<file path="src/shared/flash_seq_pkg.sv">
// Purpose: shared constants for the flash program/erase control block
// Assumes: AXI4-Lite slave with 32-bit data, word-aligned registers
// Notes:   control bit positions are shared by both region control registers
package flash_seq_pkg;

	localparam int          ADDR_W            = 8;
	localparam int          DATA_W            = 32;
	localparam int          REGION_W          = 8;
	localparam int          STS_W             = 4;

	// Register byte offsets
	localparam logic [7:0]  OFS_LOWER_CTRL    = 8'h00;
	localparam logic [7:0]  OFS_UPPER_CTRL    = 8'h04;
	localparam logic [7:0]  OFS_EBMASK_FIRST  = 8'h08;
	localparam logic [7:0]  OFS_EBMASK_SECOND = 8'h0C;
	localparam logic [7:0]  OFS_RAM_EMU       = 8'h10;
	localparam logic [7:0]  OFS_IRQ_STATUS    = 8'h14;
	localparam logic [7:0]  OFS_IRQ_MASK      = 8'h18;
	localparam logic [7:0]  OFS_OP_STATE      = 8'h1C;
	localparam logic [7:0]  OFS_WAIT_CFG      = 8'h20;
	localparam logic [7:0]  OFS_PROG_COUNT    = 8'h24;

	// Control register fields (both regions; BIT_FLASH_ERROR reads in upper only, BIT_RAM_EMU_SEL is in RAM emulation)
	localparam int          BIT_PROG_GO       = 0;
	localparam int          BIT_ERASE_GO      = 1;
	localparam int          BIT_PROG_VERIFY   = 2;
	localparam int          BIT_ERASE_VERIFY  = 3;
	localparam int          BIT_PROG_SETUP    = 4;
	localparam int          BIT_ERASE_SETUP   = 5;
	localparam int          BIT_SW_WE         = 6;
	localparam int          BIT_FLASH_ERROR   = 7;
	localparam int          BIT_RAM_EMU_SEL   = 3;

	// Interrupt status bits
	localparam int          IRQ_OP_DONE       = 0;
	localparam int          IRQ_ERROR         = 1;
	localparam int          IRQ_PROTECT       = 2;
	localparam int          IRQ_COUNT_OVER    = 3;

	localparam logic [7:0]  CTRL_RESET        = 8'h00;
	localparam logic [7:0]  EBMASK_RESET      = 8'h00;
	localparam logic [15:0] WAIT_RESET        = 16'h0010;
	localparam logic [7:0]  PROG_MAX_RESET    = 8'h0A;

	// Flash address regions
	localparam logic [23:0] LOWER_BASE        = 24'h000000;
	localparam logic [23:0] LOWER_LAST        = 24'h03FFFF;
	localparam logic [23:0] UPPER_BASE        = 24'h040000;
	localparam logic [23:0] UPPER_LAST        = 24'h07FFFF;

	localparam logic [1:0]  RESP_OKAY         = 2'h0;
	localparam logic [1:0]  RESP_SLVERR       = 2'h2;

	typedef enum logic [2:0]
	{
		ST_IDLE   = 3'b000,
		ST_SETUP  = 3'b001,
		ST_ACTIVE = 3'b011,
		ST_VERIFY = 3'b010,
		ST_ERROR  = 3'b110
	} op_state_e;

endpackage : flash_seq_pkg

</file>
<file path="src/verilog/flash_wait_timer.sv">
// Purpose: reloadable down-counter for program/erase wait times
// Assumes: load takes priority over counting
// Notes:   done is a registered level while the count is zero
`timescale 1ns/100ps
module flash_wait_timer #(
	parameter int W = 16
) (
	input  wire logic         mclk,
	input  wire logic         rst_n,
	input  wire logic         load,
	input  wire logic [W-1:0] value,
	output logic              done
);
	logic [W-1:0] count_q;

	always_ff @(posedge mclk)
	begin
		if (!rst_n)
			count_q <= '0;
		else if (load)
			count_q <= value;
		else if (count_q != '0)
			count_q <= count_q - W'(1);
	end

	always_ff @(posedge mclk)
	begin
		if (!rst_n)
			done <= 1'b1;
		else
			done <= !load && (count_q <= W'(1));
	end
endmodule : flash_wait_timer

</file>
<file path="src/verilog/flash_program_erase_protect.sv">
// Purpose: program/erase control and protection for two flash regions
// Assumes: AXI4-Lite register access, single clock mclk, sync reset
// Notes:   one write and one read handled at a time
`timescale 1ns/100ps
module flash_program_erase_protect #(
	parameter int                 WAIT_W     = 16,
	parameter int                 BLOCKS     = 16,
	parameter logic [15:0]        WAIT_INIT  = flash_seq_pkg::WAIT_RESET,
	parameter logic [7:0]         PROG_MAX   = flash_seq_pkg::PROG_MAX_RESET
) (
	input  wire logic             mclk,
	input  wire logic             rst_n,
	input  wire logic [7:0]       s_axi_awaddr,
	input  wire logic             s_axi_awvalid,
	output logic                  s_axi_awready,
	input  wire logic [31:0]      s_axi_wdata,
	input  wire logic [3:0]       s_axi_wstrb,
	input  wire logic             s_axi_wvalid,
	output logic                  s_axi_wready,
	output logic [1:0]            s_axi_bresp,
	output logic                  s_axi_bvalid,
	input  wire logic             s_axi_bready,
	input  wire logic [7:0]       s_axi_araddr,
	input  wire logic             s_axi_arvalid,
	output logic                  s_axi_arready,
	output logic [31:0]           s_axi_rdata,
	output logic [1:0]            s_axi_rresp,
	output logic                  s_axi_rvalid,
	input  wire logic             s_axi_rready,
	input  wire logic             hardware_write_enable_input,
	input  wire logic             cpu_runaway,
	input  wire logic [3:0]       erase_block_sel,
	output logic                  flash_prog_lower,
	output logic                  flash_prog_upper,
	output logic                  flash_erase_lower,
	output logic                  flash_erase_upper,
	output logic                  flash_verify,
	output logic                  flash_read_block,
	output logic                  irq
);
	logic [7:0]        lower_region_flash_control_q;
	logic [7:0]        upper_region_flash_control_q;
	logic [7:0]        erase_block_mask_first_q;
	logic [7:0]        erase_block_mask_second_q;
	logic [7:0]        ram_emulation_control_q;
	logic [3:0]        sts_q;
	logic [3:0]        mask_q;
	logic [15:0]       wait_cfg_q;
	logic [7:0]        prog_max_q;
	logic [7:0]        prog_count_q;
	logic              error_q;
	flash_seq_pkg::op_state_e state_q;

	logic              aw_held_q, w_held_q;
	logic [7:0]        awaddr_q;
	logic [31:0]       wdata_q;
	logic [3:0]        wstrb_q;
	logic              wr_fire;
	logic [7:0]        ctrl_wr_lo, ctrl_wr_hi;
	logic              any_go, any_setup, violation, op_done;
	logic              prog_go_lo, prog_go_hi, erase_go_lo, erase_go_hi;
	logic              lower_ok, upper_ok, erase_ok, timer_done, timer_load;
	logic [7:0]        rd_ctrl;
	logic [3:0]        sts_set;

	// Write data with byte lane 0 applied over the old value
	function automatic logic [7:0] merge_byte(input logic [7:0] old, input logic [31:0] d,
		input logic [3:0] strb);
		merge_byte = strb[0] ? d[7:0] : old;
	endfunction : merge_byte

	function automatic logic wr_hit(input logic fire, input logic [7:0] a, input logic [7:0] ofs);
		wr_hit = fire && (a == ofs);
	endfunction : wr_hit

	// AXI write channel: address and data taken in either order
	assign wr_fire = aw_held_q && w_held_q && !s_axi_bvalid;

	always_ff @(posedge mclk)
	begin
		if (!rst_n)
		begin
			aw_held_q     <= 1'b0;
			w_held_q      <= 1'b0;
			awaddr_q      <= '0;
			wdata_q       <= '0;
			wstrb_q       <= '0;
			s_axi_awready <= 1'b0;
			s_axi_wready  <= 1'b0;
			s_axi_bvalid  <= 1'b0;
			s_axi_bresp   <= flash_seq_pkg::RESP_OKAY;
		end
		else
		begin
			s_axi_awready <= !aw_held_q && !s_axi_awready && !s_axi_bvalid;
			s_axi_wready  <= !w_held_q && !s_axi_wready && !s_axi_bvalid;
			if (s_axi_awvalid && s_axi_awready)
			begin
				aw_held_q     <= 1'b1;
				awaddr_q      <= s_axi_awaddr;
				s_axi_awready <= 1'b0;
			end
			if (s_axi_wvalid && s_axi_wready)
			begin
				w_held_q     <= 1'b1;
				wdata_q      <= s_axi_wdata;
				wstrb_q      <= s_axi_wstrb;
				s_axi_wready <= 1'b0;
			end
			if (wr_fire)
			begin
				aw_held_q    <= 1'b0;
				w_held_q     <= 1'b0;
				s_axi_bvalid <= 1'b1;
				s_axi_bresp  <= (awaddr_q[1:0] == 2'h0 && awaddr_q <= flash_seq_pkg::OFS_PROG_COUNT)
					? flash_seq_pkg::RESP_OKAY : flash_seq_pkg::RESP_SLVERR;
			end
			else if (s_axi_bvalid && s_axi_bready)
				s_axi_bvalid <= 1'b0;
		end
	end

	// Protection terms
	assign lower_ok = hardware_write_enable_input
		&& lower_region_flash_control_q[flash_seq_pkg::BIT_SW_WE]
		&& !ram_emulation_control_q[flash_seq_pkg::BIT_RAM_EMU_SEL];
	assign upper_ok = hardware_write_enable_input
		&& upper_region_flash_control_q[flash_seq_pkg::BIT_SW_WE]
		&& !ram_emulation_control_q[flash_seq_pkg::BIT_RAM_EMU_SEL];
	// Reduce only after masking, so just the addressed block's bit counts
	assign erase_ok = |({erase_block_mask_second_q, erase_block_mask_first_q}
		& (BLOCKS'(1) << erase_block_sel));

	assign ctrl_wr_lo = merge_byte(lower_region_flash_control_q, wdata_q, wstrb_q);
	assign ctrl_wr_hi = merge_byte(upper_region_flash_control_q, wdata_q, wstrb_q);

	// Go bits refused in error protection, verify bits still pass
	assign prog_go_lo  = lower_region_flash_control_q[flash_seq_pkg::BIT_PROG_GO] && lower_ok
		&& lower_region_flash_control_q[flash_seq_pkg::BIT_PROG_SETUP] && !error_q;
	assign erase_go_lo = lower_region_flash_control_q[flash_seq_pkg::BIT_ERASE_GO] && lower_ok
		&& lower_region_flash_control_q[flash_seq_pkg::BIT_ERASE_SETUP] && erase_ok && !error_q;
	assign prog_go_hi  = upper_region_flash_control_q[flash_seq_pkg::BIT_PROG_GO] && upper_ok
		&& upper_region_flash_control_q[flash_seq_pkg::BIT_PROG_SETUP] && !error_q;
	assign erase_go_hi = upper_region_flash_control_q[flash_seq_pkg::BIT_ERASE_GO] && upper_ok
		&& upper_region_flash_control_q[flash_seq_pkg::BIT_ERASE_SETUP] && erase_ok && !error_q;
	assign any_go    = prog_go_lo || erase_go_lo || prog_go_hi || erase_go_hi;
	assign any_setup = lower_region_flash_control_q[flash_seq_pkg::BIT_PROG_SETUP]
		|| lower_region_flash_control_q[flash_seq_pkg::BIT_ERASE_SETUP]
		|| upper_region_flash_control_q[flash_seq_pkg::BIT_PROG_SETUP]
		|| upper_region_flash_control_q[flash_seq_pkg::BIT_ERASE_SETUP];

	// Algorithm violation: runaway, setup dropped while active, or program and erase go both set
	assign violation = cpu_runaway
		|| (state_q == flash_seq_pkg::ST_ACTIVE && !any_setup)
		|| ((lower_region_flash_control_q[flash_seq_pkg::BIT_PROG_GO]
			|| upper_region_flash_control_q[flash_seq_pkg::BIT_PROG_GO])
			&& (lower_region_flash_control_q[flash_seq_pkg::BIT_ERASE_GO]
			|| upper_region_flash_control_q[flash_seq_pkg::BIT_ERASE_GO]));

	assign op_done    = state_q == flash_seq_pkg::ST_ACTIVE && !any_go && timer_done;
	assign timer_load = state_q == flash_seq_pkg::ST_IDLE && any_setup;

	flash_wait_timer #(.W(WAIT_W)) u_timer (
		.mclk  (mclk),
		.rst_n (rst_n),
		.load  (timer_load),
		.value (WAIT_W'(wait_cfg_q)),
		.done  (timer_done)
	);

	// Registers keep their contents when error protection is entered
	always_ff @(posedge mclk)
	begin
		if (!rst_n)
		begin
			lower_region_flash_control_q <= flash_seq_pkg::CTRL_RESET;
			upper_region_flash_control_q <= flash_seq_pkg::CTRL_RESET;
			erase_block_mask_first_q     <= flash_seq_pkg::EBMASK_RESET;
			erase_block_mask_second_q    <= flash_seq_pkg::EBMASK_RESET;
			ram_emulation_control_q      <= flash_seq_pkg::CTRL_RESET;
			mask_q                       <= '0;
			wait_cfg_q                   <= WAIT_INIT;
			prog_max_q                   <= PROG_MAX;
		end
		else
		begin
			if (wr_hit(wr_fire, awaddr_q, flash_seq_pkg::OFS_LOWER_CTRL))
				lower_region_flash_control_q <= {1'b0, ctrl_wr_lo[6:0]};
			if (wr_hit(wr_fire, awaddr_q, flash_seq_pkg::OFS_UPPER_CTRL))
				upper_region_flash_control_q <= {1'b0, ctrl_wr_hi[6:0]};
			if (wr_hit(wr_fire, awaddr_q, flash_seq_pkg::OFS_EBMASK_FIRST))
				erase_block_mask_first_q <= merge_byte(erase_block_mask_first_q, wdata_q, wstrb_q);
			if (wr_hit(wr_fire, awaddr_q, flash_seq_pkg::OFS_EBMASK_SECOND))
				erase_block_mask_second_q <= merge_byte(erase_block_mask_second_q, wdata_q, wstrb_q);
			if (wr_hit(wr_fire, awaddr_q, flash_seq_pkg::OFS_RAM_EMU))
				ram_emulation_control_q <= merge_byte(ram_emulation_control_q, wdata_q, wstrb_q);
			if (wr_hit(wr_fire, awaddr_q, flash_seq_pkg::OFS_IRQ_MASK))
				mask_q <= wdata_q[3:0];
			if (wr_hit(wr_fire, awaddr_q, flash_seq_pkg::OFS_WAIT_CFG))
				wait_cfg_q <= wdata_q[15:0];
			if (wr_hit(wr_fire, awaddr_q, flash_seq_pkg::OFS_PROG_COUNT))
				prog_max_q <= wdata_q[7:0];
		end
	end

	// Sequence state
	always_ff @(posedge mclk)
	begin
		if (!rst_n)
			state_q <= flash_seq_pkg::ST_IDLE;
		else if (violation && state_q != flash_seq_pkg::ST_ERROR)
			state_q <= flash_seq_pkg::ST_ERROR;
		else
			case (state_q)
				flash_seq_pkg::ST_IDLE:
					if (any_setup)
						state_q <= flash_seq_pkg::ST_SETUP;
				flash_seq_pkg::ST_SETUP:
					if (any_go && timer_done)
						state_q <= flash_seq_pkg::ST_ACTIVE;
					else if (!any_setup)
						state_q <= flash_seq_pkg::ST_IDLE;
				flash_seq_pkg::ST_ACTIVE:
					if (op_done)
						state_q <= flash_seq_pkg::ST_VERIFY;
				flash_seq_pkg::ST_VERIFY:
					if (!any_setup)
						state_q <= flash_seq_pkg::ST_IDLE;
					else if (any_go)
						state_q <= flash_seq_pkg::ST_ACTIVE;
				flash_seq_pkg::ST_ERROR:
					state_q <= flash_seq_pkg::ST_ERROR;
				default:
					state_q <= flash_seq_pkg::ST_IDLE;
			endcase
	end

	// Error flag and attempt counter
	always_ff @(posedge mclk)
	begin
		if (!rst_n)
		begin
			error_q      <= 1'b0;
			prog_count_q <= '0;
		end
		else
		begin
			if (violation)
				error_q <= 1'b1;
			if (state_q == flash_seq_pkg::ST_IDLE)
				prog_count_q <= '0;
			else if (state_q == flash_seq_pkg::ST_SETUP && any_go && timer_done)
				prog_count_q <= prog_count_q + 8'h01;
		end
	end

	// Sticky status, set wins over write-one-clear
	assign sts_set = {prog_count_q > prog_max_q,
		(|{lower_region_flash_control_q[1:0], upper_region_flash_control_q[1:0]})
			&& !any_go && !error_q,
		violation, op_done};

	always_ff @(posedge mclk)
	begin
		if (!rst_n)
			sts_q <= '0;
		else if (wr_hit(wr_fire, awaddr_q, flash_seq_pkg::OFS_IRQ_STATUS))
			sts_q <= (sts_q & ~wdata_q[3:0]) | sts_set;
		else
			sts_q <= sts_q | sts_set;
	end

	// Flash array strobes, all but flash_verify dropped at once on error
	always_ff @(posedge mclk)
	begin
		if (!rst_n)
		begin
			flash_prog_lower  <= 1'b0;
			flash_prog_upper  <= 1'b0;
			flash_erase_lower <= 1'b0;
			flash_erase_upper <= 1'b0;
			flash_verify      <= 1'b0;
			flash_read_block  <= 1'b0;
			irq               <= 1'b0;
		end
		else
		begin
			flash_prog_lower  <= prog_go_lo && !violation;
			flash_prog_upper  <= prog_go_hi && !violation;
			flash_erase_lower <= erase_go_lo && !violation;
			flash_erase_upper <= erase_go_hi && !violation;
			flash_verify      <= |{lower_region_flash_control_q[3:2],
				upper_region_flash_control_q[3:2]};
			flash_read_block  <= any_go && !violation;
			irq               <= |(sts_q & mask_q);
		end
	end

	assign rd_ctrl = {error_q, upper_region_flash_control_q[6:0]};

	// AXI read channel
	always_ff @(posedge mclk)
	begin
		if (!rst_n)
		begin
			s_axi_arready <= 1'b0;
			s_axi_rvalid  <= 1'b0;
			s_axi_rdata   <= '0;
			s_axi_rresp   <= flash_seq_pkg::RESP_OKAY;
		end
		else
		begin
			s_axi_arready <= !s_axi_rvalid && !s_axi_arready;
			if (s_axi_arvalid && s_axi_arready)
			begin
				s_axi_arready <= 1'b0;
				s_axi_rvalid  <= 1'b1;
				s_axi_rresp   <= flash_seq_pkg::RESP_OKAY;
				case (s_axi_araddr)
					flash_seq_pkg::OFS_LOWER_CTRL:    s_axi_rdata <= {24'h0, lower_region_flash_control_q};
					flash_seq_pkg::OFS_UPPER_CTRL:    s_axi_rdata <= {24'h0, rd_ctrl};
					flash_seq_pkg::OFS_EBMASK_FIRST:  s_axi_rdata <= {24'h0, erase_block_mask_first_q};
					flash_seq_pkg::OFS_EBMASK_SECOND: s_axi_rdata <= {24'h0, erase_block_mask_second_q};
					flash_seq_pkg::OFS_RAM_EMU:       s_axi_rdata <= {24'h0, ram_emulation_control_q};
					flash_seq_pkg::OFS_IRQ_STATUS:    s_axi_rdata <= {28'h0, sts_q};
					flash_seq_pkg::OFS_IRQ_MASK:      s_axi_rdata <= {28'h0, mask_q};
					flash_seq_pkg::OFS_OP_STATE:      s_axi_rdata <= {29'h0, state_q};
					flash_seq_pkg::OFS_WAIT_CFG:      s_axi_rdata <= {16'h0, wait_cfg_q};
					flash_seq_pkg::OFS_PROG_COUNT:    s_axi_rdata <= {16'h0, prog_count_q, prog_max_q};
					default:
					begin
						s_axi_rdata <= '0;
						s_axi_rresp <= flash_seq_pkg::RESP_SLVERR;
					end
				endcase
			end
			else if (s_axi_rvalid && s_axi_rready)
				s_axi_rvalid <= 1'b0;
		end
	end
endmodule : flash_program_erase_protect

</file>
<file path="config.mk">
export PLATFORM = sky130hd
export DESIGN_NAME = flash_program_erase_protect
export DESIGN_NICKNAME = d
export VERILOG_FILES = /design/src/shared/flash_seq_pkg.sv /design/src/verilog/flash_wait_timer.sv /design/src/verilog/flash_program_erase_protect.sv
export SDC_FILE = /design/constraint.sdc
export NUM_CORES = 1
export LEC_CHECK = 0
export BUFFER_PORTS_ARGS = -buffer_cell sky130_fd_sc_hd__buf_2
export CAP_MARGIN = 20
export CORE_ASPECT_RATIO = 1.75
export CORE_MARGIN = 2
export CORE_UTILIZATION = 50
export DETAILED_ROUTE_END_ITERATION = 6
export GPL_ROUTABILITY_DRIVEN = 1
export PLACE_DENSITY = 0.68
export SYNTH_ARGS = -nofsm -noshare
export SYNTH_HDL_FRONTEND = slang
export SYNTH_SLANG_ARGS = --single-unit
</file>
<file path="constraint.sdc">
create_clock -name mclk -period 3.95 [get_ports mclk]
set_clock_uncertainty 0.05 [all_clocks]
set_input_delay 0.395 -clock mclk [delete_from_list [all_inputs] [get_ports mclk]]
set_output_delay 0.395 -clock mclk [all_outputs]
set_load 0.01 [all_outputs]
</file>
==> results_dict.tcl, run 1 <==
set metrics [dict create \
    hold_buffers 0 \
    num_antenna_cells 0 \
    crit_fanout 12 \
    cts.clk_slew.worst_paths_ps 70 \
    design_power_total_mw 4.049 \
    numCtsBuffers 17 \
    drive_gt1_share_pct 14.89 \
    post_drt_wl_per_cell_um 19.15 \
    hold_violations 0 \
    rsz0062_at_grt "false" \
    fin_cells 1126 \
    die-width_um 98.56 \
    finalMaxSlewViolations 0 \
    relSlewSlack_pct 31.14 \
    core_area_um2 15310 \
    grt_antenna_before_repair 0 \
    hp-start "s_axi_wdata[10]" \
    maxCapViolCount 0 \
    ys_types 74 \
    status "finished, final reports clean" \
    critPathArrivalTime_ps 2860 \
    grt_start_max_net_pins 62 \
    nets 1003 \
    fin_crit_sh_pct 65.39 \
    power_density_nw_per_um2 463.0 \
    vias 6542 \
    grt_pass1_vias 6109 \
    worstSetupEndpointType "flop" \
    crit_path_start_kind "flop" \
    r2r_end "u_timer.count_q[0]" \
    row_count 60 \
    ys.flop_type "dfxtp_1" \
    reg2regPathDepth 6 \
    cts_resized 0 \
    cts_tree "yes" \
    hold_end "wdata_q[10]" \
    min_period_ps 2583 \
    die_area_um2 16700 \
    io_buffers 75 \
    drt_iter0_drc 393 \
    fmaxAchievable_mhz 387.1 \
    async_reset_ff_share_pct 0 \
    cts_setup_buffers 0 \
    yosysSeqAreaShare_pct 39.92 \
    yosysWarnings 0 \
    start_util_pct 51.09 \
    tightest_slew_ps 1030 \
    wl_um 21560 \
    clockBufferDepth 2 \
    hold_path_class "primary input to flop" \
    hold_path_depth 3 \
    dp.cells 1094 \
    die_h_um 169.5 \
    netlist_area_um2 7824 \
    firstDrtPassIters 5 \
    dp_hpwl_um 15820 \
    track_usage_pct 25.85 \
    avgSynthCellArea_um2 8.850 \
    final.setup.tns_ps 0 \
    regToRegStartpoint "u_timer.count_q[10]" \
    synth_edf_count 0 \
    grt_remaining_overflow 0 \
    syn2layout_area_growth_pct 11.77 \
    cts_root_buf "clkbuf_16" \
    viasPerCell 5.810 \
    cts_num_sinks 156 \
    critical_path.startpoint "u_timer.count_q[10]" \
    setup_viol 0 \
    crit_type "flop to flop" \
    synth_cells 884 \
    reg2reg_slack_ps 1370 \
    ant_nets 0 \
    drc 0 \
    leakage_nw 3.333 \
    gp_congestion 0.9558 \
    hold_ws_ps 161.3 \
    grt_pass1_wl_um 33440 \
    clock_latency_ps 430 \
    htreeDepth 4 \
    cp_data_required_time_ps 4220 \
    ys_seq_elements 156 \
    io_pins 113 \
    final_core_util_pct 57.10 \
    irDropWorstVdd_v 0.0002841 \
]
[power breakdown]
part / internal, mW / total (mW) / switching [mW]
logic: 0.263 / 0.593 / 0.330
clock network: 0.976 / 1.71 / 0.733
registers: 1.65 / 1.75 / 0.0991
total: 2.89 / 4.05 / 1.16
[cell usage after synthesis (6+ instances only)]
| cell type | count | area share, % |
|---|---|---|
| mux2_2 | 8 | 1.2 |
| mux2i_1 | 70 | 9.0 |
| o211a_1 | 6 | 0.77 |
| nor2_1 | 28 | 1.3 |
| buf_2 | 9 | 0.58 |
| nor4_1 | 10 | 0.80 |
| dfxtp_1 | 156 | 40 |
| clkbuf_1 | 36 | 1.7 |
| a21boi_0 | 48 | 4.6 |
| nor2b_1 | 63 | 5.0 |
| buf_4 | 19 | 1.8 |
| a22o_1 | 10 | 1.1 |
| nand3_1 | 23 | 1.5 |
| o211ai_1 | 6 | 0.58 |
| o21ai_0 | 37 | 2.4 |
| nand2b_1 | 12 | 0.96 |
| and2_1 | 24 | 1.9 |
| nand2_1 | 119 | 5.7 |
| inv_1 | 19 | 0.91 |
| nand4_1 | 8 | 0.64 |
| ha_1 | 11 | 1.8 |
| a22oi_1 | 21 | 2.0 |
| a21oi_1 | 23 | 1.5 |
| nor3_1 | 18 | 1.2 |
[cell families (layout without fill, tap and decap cells)]
family                   count (synthesis)  in the layout  share of synthesized area [%]
buffers and inverters                   93            132                          6.237
multiplexers                            79             79                          10.30
AND/OR/NAND/NOR                        342            342                          23.17
adder cells (fa/ha/maj)                 11             11                          1.759
flip-flops                             156            156                          39.92
XOR/XNOR                                10             10                          1.119
other                                    1             18                        0.04793
AO/OA/AOI/OAI                          192            192                          17.45
[worst max path at each step]
stage,to,slack [ps],depth (start not counted)
2_1_floorplan,state_q[1],1720,8
3_3_place_gp,s_axi_rdata[0],1130,7
3_5_place_dp,s_axi_rdata[0],1110,7
4_1_cts,u_timer.count_q[0],1350,6
5_1_grt,u_timer.count_q[0],1090,6
6_report,u_timer.count_q[0],1370,6
[layer usage]
metal	global-route usage (%)	wire [um]	vias to the layer above	share of wire, %
met1	28.08	8057	3087	37
met5	0	0	-	0
met3	4.036	773	71	3.6
met2	46.38	11390	205	53
li1	-	-	3179	-
met4	15.90	1338	0	6.2
[placed cells by master, fill, tap and decap left out, drive strengths merged, types with 4 or more instances in the layout]
master,instances
nand2,119
inv,27
mux2i,70
a21boi,49
nor4,11
nor2,31
mux2,9
nand2b,12
nor3b,4
a21oi,23
o211a,6
nor3,21
a22o,10
a22oi,21
conb,18
clkbuf,18
nand3,24
nor2b,63
a32oi,5
o211ai,6
or4,5
nand4,8
xnor2,5
o21ai,37
xor2,5
nor4b,4
buf,81
dfxtp,156
ha,11
and2,24
[worst max-delay path: stages (launching register included)]
cell,delay [ps]
dfxtp_1,330
or4_1,620
nor4_2,390
nand3_1,510
xnor2_1,310
o21ai_0,90
and2_1,190
[final cells by class]
type	instances	area, um^2
Fill cell	1441	6570
Multi-Input combinational cell	652	4282
Sequential cell	156	3123
Clock buffer	18	439.2
Timing Repair Buffer	81	422.9
Tap cell	186	232.7
Clock inverter	14	173.9
Inverter	19	71.32
[stage by stage]
| stage | cell area, um^2 | worst slack [ps] |
|---|---|---|
| 6_report | 8745 | 1367 |
| 5_1_grt | 8745 | 1090 |
| 4_1_cts | 8745 | 1346 |
| 3_5_place_dp | 8132 | 1107 |
| 3_3_place_gp | 8132 | 1132 |
| 2_1_floorplan | 7888 | 1723 |
[registers in the layout, indices dropped and copies added, names as in the netlist, 8 cells and up]
register                   flops
wdata_q                       16
awaddr_q                       8
erase_block_mask_first_q       8
erase_block_mask_second_q      8
ram_emulation_control_q        8
wait_cfg_q                    16
prog_count_q                   8
s_axi_rdata                   16
prog_max_q                     8
u_timer.count_q               16
Note: power is estimated with default switching activity, not from simulation.
==> run 2, diff against run 1 <==
--- a/config.mk
+++ b/config.mk
@@ -5,6 +5,7 @@
 export SDC_FILE = /design/constraint.sdc
 export NUM_CORES = 1
 export LEC_CHECK = 0
+export ABC_AREA = 1
 export BUFFER_PORTS_ARGS = -buffer_cell sky130_fd_sc_hd__buf_2
 export CAP_MARGIN = 20
 export CORE_ASPECT_RATIO = 1.75
@@ -12,7 +13,7 @@
 export CORE_UTILIZATION = 50
 export DETAILED_ROUTE_END_ITERATION = 6
 export GPL_ROUTABILITY_DRIVEN = 1
-export PLACE_DENSITY = 0.68
+export PLACE_DENSITY = 0.69
 export SYNTH_ARGS = -nofsm -noshare
 export SYNTH_HDL_FRONTEND = slang
 export SYNTH_SLANG_ARGS = --single-unit
==> constraint.sdc (replaced) <==
create_clock -name mclk -period 2.7 [get_ports mclk]
set_clock_uncertainty 0.05 [all_clocks]
set_input_delay 0.27 -clock mclk [delete_from_list [all_inputs] [get_ports mclk]]
set_output_delay 0.27 -clock mclk [all_outputs]
set_load 0.01 [all_outputs]
==> results_dict.tcl, run 2 <==
set metrics [dict create \
    status "finished, final reports clean" \
    ys_top_cells_by_count "dfxtp_1, nand2_1, nor2_1" \
    nets 1107 \
    vias 6694 \
    final_core_util_pct 58.19 \
    viasPerCell 5.469 \
    crit_fanout 9 \
    grt_remaining_overflow 0 \
    synth_cells 963 \
    synthAdderAreaFrac_pct 1.897 \
    min_period_ps 2052 \
    fin_crit_sh_pct 76.01 \
    ys_types 49 \
    leakage_nw 3.345 \
    rsz0062_at_grt "false" \
    synth_mux_area_share_pct 0 \
    grt_antenna_before_repair 0 \
    worstSetupEndpointType "flop" \
    fillCellCount 1405 \
    die_area_um2 15530 \
    hold_path_class "primary input to flop" \
    fmaxAchievable_mhz 487.2 \
    relSlewSlack_pct 52.38 \
    drc 0 \
    post_drt_wl_per_cell_um 16.30 \
    synth_edf_count 0 \
    place_area_um2 7682 \
    hold_buffers 0 \
    grt_pass1_wl_um 31280 \
    yosysTopAreaCell "dfxtp_1" \
    power_density_nw_per_um2 718.1 \
    io_buffers 75 \
    clockBufferDepth 2 \
    crit_path_start_kind "flop" \
    yosys-top-cells-area "dfxtp_1, a21oi_1, o21ai_0" \
    hold_path_depth 3 \
    synth_compound_area_share_pct 20.52 \
    die-width_um 95.06 \
    cp_data_required_time_ps 2980 \
    clock_latency_ps 430 \
    async_reset_ff_share_pct 0 \
    hold_end "awaddr_q[1]" \
    gp_congestion 0.9751 \
    crit_type "flop to flop" \
    netlist.area_leader.share_pct 43.05 \
    reg2regPathDepth 9 \
    dp_hpwl_um 14850 \
    regToRegStartpoint "u_timer.count_q[0]" \
    synthSimpleGateAreaFrac_pct 22.78 \
    yosysWarnings 0 \
    avgSynthCellArea_um2 7.533 \
    setup_viol 0 \
    synthXorXnorAreaFrac_pct 1.449 \
    num_antenna_cells 0 \
    hp-start "s_axi_awaddr[1]" \
    htreeDepth 4 \
    syn2layout_area_growth_pct 14.68 \
    die_h_um 163.3 \
    design_area_um2 8319 \
    synth_top_family_by_area "simple AND/OR/NAND/NOR gates" \
    row_count 58 \
    r2r_end "u_timer.count_q[5]" \
    finalMaxSlewViolations 0 \
    maxCapViolCount 0 \
    cts_tree "yes" \
    wl_um 19950 \
    yosysSeqAreaShare_pct 43.05 \
    netlist_area_um2 7254 \
    firstDrtPassIters 5 \
    layout_common_cells "dfxtp_1, nand2_1, nor2_1" \
    ys_seq_elements 156 \
    reg2reg_slack_ps 650 \
    final.setup.tns_ps 0 \
    cts_resized 0 \
    irDropWorstVdd_v 0.0004035 \
    ys.flop_type "dfxtp_1" \
    grt_pass1_vias 6053 \
    drt_iter0_drc 383 \
    critPathArrivalTime_ps 2330 \
    numCtsBuffers 17 \
    synth.most_common_cell "dfxtp_1" \
    tightest_slew_ps 709.9 \
    ant_nets 0 \
    start_util_pct 50.74 \
    drive_gt1_share_pct 15.04 \
    design_power_total_mw 5.974 \
    grt_start_max_net_pins 93 \
    cts_setup_buffers 0 \
    track_usage_pct 26.36 \
    layout_commonest_cell "dfxtp_1" \
    hold_violations 0 \
    cts_num_sinks 156 \
    cts.clk_slew.worst_paths_ps 60 \
    io_pins 113 \
    core_area_um2 14300 \
    cts_root_buf "clkbuf_16" \
]
## run 2: worst max-delay path by stage
stage / startpoint / endpoint / slack [ps] / depth (start not counted)
finish: u_timer.count_q[0] / u_timer.count_q[5] / 650 / 9
global placement: s_axi_araddr[0] / s_axi_rdata[6] / 540 / 9
detailed placement: s_axi_araddr[1] / s_axi_rdata[6] / 490 / 9
floorplan: u_timer.count_q[0] / u_timer.count_q[4] / 980 / 10
CTS: s_axi_bvalid / wait_cfg_q[12] / 640 / 8
global route: s_axi_bvalid / wait_cfg_q[11] / 420 / 8
## run 2: area by class of cell
| class | count | area, um^2 | share of cell area [%] |
|---|---|---|---|
| timing repair buffer | 87 | 478.0 | 5.745 |
| sequential | 156 | 3123 | 37.54 |
| clock inverter | 14 | 207.7 | 2.497 |
| tap | 180 | 225.2 | 2.707 |
| multi-input combinational | 662 | 3452 | 41.49 |
| clock buffer | 18 | 429.2 | 5.159 |
| inverter | 107 | 404.1 | 4.858 |
## run 2: critical path, stage by stage (launching register included)
cell      delay (ps)
dfxtp_1          330
inv_1            120
ha_1             260
nand2_1          110
nor2_1           250
inv_1             70
nor2_1           220
nor2_2           120
buf_4            210
a311oi_1         240
## run 2: cell families (layout without fill, tap and decap cells)
kind of cell	count (synthesis)	after routing
AO/OA/AOI/OAI	271	271
XOR/XNOR	12	12
adder cells (fa/ha/maj)	11	11
buffers and inverters	162	226
flip-flops	156	156
other	1	18
AND/OR/NAND/NOR	350	350
## run 2: report_power, final
part	internal, mW	leakage, nW	switching, mW	total [mW]
registers	2.42	1.27	0.119	2.54
logic	0.319	1.77	0.535	0.855
clock network	1.57	0.310	1.00	2.58
total	4.32	3.35	1.66	5.97
## run 2: stage by stage
stage / instances / setup WS [ps] / hold slack, ps
after global routing: 1224 / 415.1 / 46.93
after global placement: 1192 / 540.9 / 355.7
after floorplan: 980 / 977.2 / 350.7
after CTS: 1224 / 644.6 / 31.87
final: 1224 / 647.7 / 41.50
after detailed placement: 1192 / 495.0 / 368.5
## run 2: metal layers
metal  vias to the layer above  GRT usage, %  wire, um
met2                       225         46.00     10200
met1                      3066         31.04      7920
met4                         0         12.98       870
met3                        47         3.736       962
li1                       3356             -         -
met5                         -             0         0
==> run 3, diff against run 2 <==
--- a/config.mk
+++ b/config.mk
@@ -13,7 +13,7 @@
 export CORE_UTILIZATION = 50
 export DETAILED_ROUTE_END_ITERATION = 6
 export GPL_ROUTABILITY_DRIVEN = 1
-export PLACE_DENSITY = 0.69
+export PLACE_DENSITY = 0.71
 export SYNTH_ARGS = -nofsm -noshare
 export SYNTH_HDL_FRONTEND = slang
 export SYNTH_SLANG_ARGS = --single-unit
==> constraint.sdc (replaced) <==
create_clock -name mclk -period 1.85 [get_ports mclk]
set_clock_uncertainty 0.05 [all_clocks]
set_input_delay 0.185 -clock mclk [delete_from_list [all_inputs] [get_ports mclk]]
set_output_delay 0.185 -clock mclk [all_outputs]
set_load 0.01 [all_outputs]
==> results_dict.tcl, run 3 (synthesis results as in run 2) <==
set metrics [dict create \
    leakage_nw 3.604 \
    tightest_slew_ps 590.3 \
    grt_start_max_net_pins 56 \
    setup_viol 0 \
    cp_data_required_time_ps 2130 \
    fin_cells 1282 \
    crit_path_start_kind "flop" \
    place_area_um2 7953 \
    syn2layout_area_growth_pct 22.15 \
    die_area_um2 15530 \
    grt_pass1_vias 6415 \
    design_power_total_mw 8.741 \
    post_drt_wl_per_cell_um 16.61 \
    nets 1165 \
    hold_path_class "primary input to flop" \
    numCtsBuffers 17 \
    design_area_um2 8861 \
    hold_violations 1 \
    track_usage_pct 27.93 \
    final.setup.tns_ps 0 \
    min_period_ps 1709 \
    worstSetupEndpointType "flop" \
    grt_antenna_before_repair 0 \
    crit_type "flop to flop" \
    maxCapViolCount 0 \
    io_pins 113 \
    dp_hpwl_um 15790 \
    hold_ws_ps -0.6864 \
    relSlewSlack_pct 60.61 \
    grt_pass1_wl_um 32800 \
    irDropWorstVdd_v 0.0006566 \
    viasPerCell 5.525 \
    fin_crit_sh_pct 92.39 \
    final_core_util_pct 61.98 \
    crit_fanout 8 \
    num_antenna_cells 0 \
    worst_slack_ps 140.8 \
    violations "hold timing" \
    cts_num_sinks 156 \
    drc 0 \
    preCtsSetupSlack_ps -75.21 \
    io_buffers 75 \
    drt_iter0_drc 535 \
    clockBufferDepth 2 \
    wl_um 21290 \
    die-width_um 95.06 \
    drive_gt1_share_pct 18.42 \
    layout_commonest_cell "dfxtp_1" \
    cts.clk_slew.worst_paths_ps 70 \
    finalMaxSlewViolations 0 \
    cts_tree "yes" \
    firstDrtPassIters 6 \
    htreeDepth 4 \
    critPathArrivalTime_ps 1980 \
    dp.cells 1223 \
    layout_common_cells "dfxtp_1, nand2_1, a21oi_1" \
    vias 7083 \
    gp_congestion 0.9889 \
    grt_remaining_overflow 0 \
    status "finished, violations left" \
    power_density_nw_per_um2 986.4 \
    reg2reg_slack_ps 140 \
    core_area_um2 14300 \
    ant_nets 0 \
    row_count 58 \
    fmaxAchievable_mhz 585.1 \
    die_h_um 163.3 \
    clock_latency_ps 440 \
    cts_root_buf "clkbuf_16" \
    start_util_pct 50.74 \
]
-- run 3: cell count changes in the layout (fill, tap and decap cells not counted), moves of 4 or more --
cell           change
bufinv_16          -4
dlygate4sd3_1     +22
nor2_1             -5
inv_8              +4
clkinv_8           +4
buf_12             +4
buf_4             +32
-- run 3: worst paths after layout --
path / start / endpoint / cells after the start
worst max-delay path: u_timer.count_q[0] / u_timer.count_q[14] / 10
worst min-delay path: s_axi_wdata[8] / wdata_q[8] / 3
worst max register to register: u_timer.count_q[0] / u_timer.count_q[14] / 10
worst min register to register: aw_held_q / s_axi_awready / 1
-- run 3: critical path, cell delays in order (launching register included) --
cell	delay (ps)
dfxtp_1	330
inv_1	80
ha_1	170
nand2_1	120
nor2_4	140
inv_1	60
nor2_2	130
nor2_2	60
buf_4	170
a32oi_1	200
a21oi_1	90
-- run 3: timing repair --
action / 4_1_cts / 5_1_grt
setup buffers: 0 / 5
hold buffers: 22 / 0
gates resized for setup: 0 / 13
endpoints found under the hold margin: 21 / 0
setup endpoints to repair: 0 / 31
-- run 3: area by class of cell --
cell class                      count  area [um^2]
Clock buffer                       17        425.4
Clock inverter                     15        173.9
Fill cell                        1264         5435
Inverter                          107        404.1
Multi-Input combinational cell    662         3491
Sequential cell                   156         3123
Tap cell                          180        225.2
Timing Repair Buffer              145         1018
-- run 3: metal layers --
| metal | GRT usage, % | vias to the layer above | part of all wire (%) |
|---|---|---|---|
| met4 | 16.07 | 0 | 5.3 |
| met5 | 0 | - | 0 |
| met3 | 4.336 | 56 | 4.9 |
| li1 | - | 3490 | - |
| met1 | 31.79 | 3279 | 38 |
| met2 | 48.55 | 258 | 51 |
-- run 3: power breakdown --
| group | switching, mW | internal, mW |
|---|---|---|
| Sequential | 0.183 | 3.53 |
| Combinational | 0.878 | 0.671 |
| Clock | 1.66 | 1.82 |
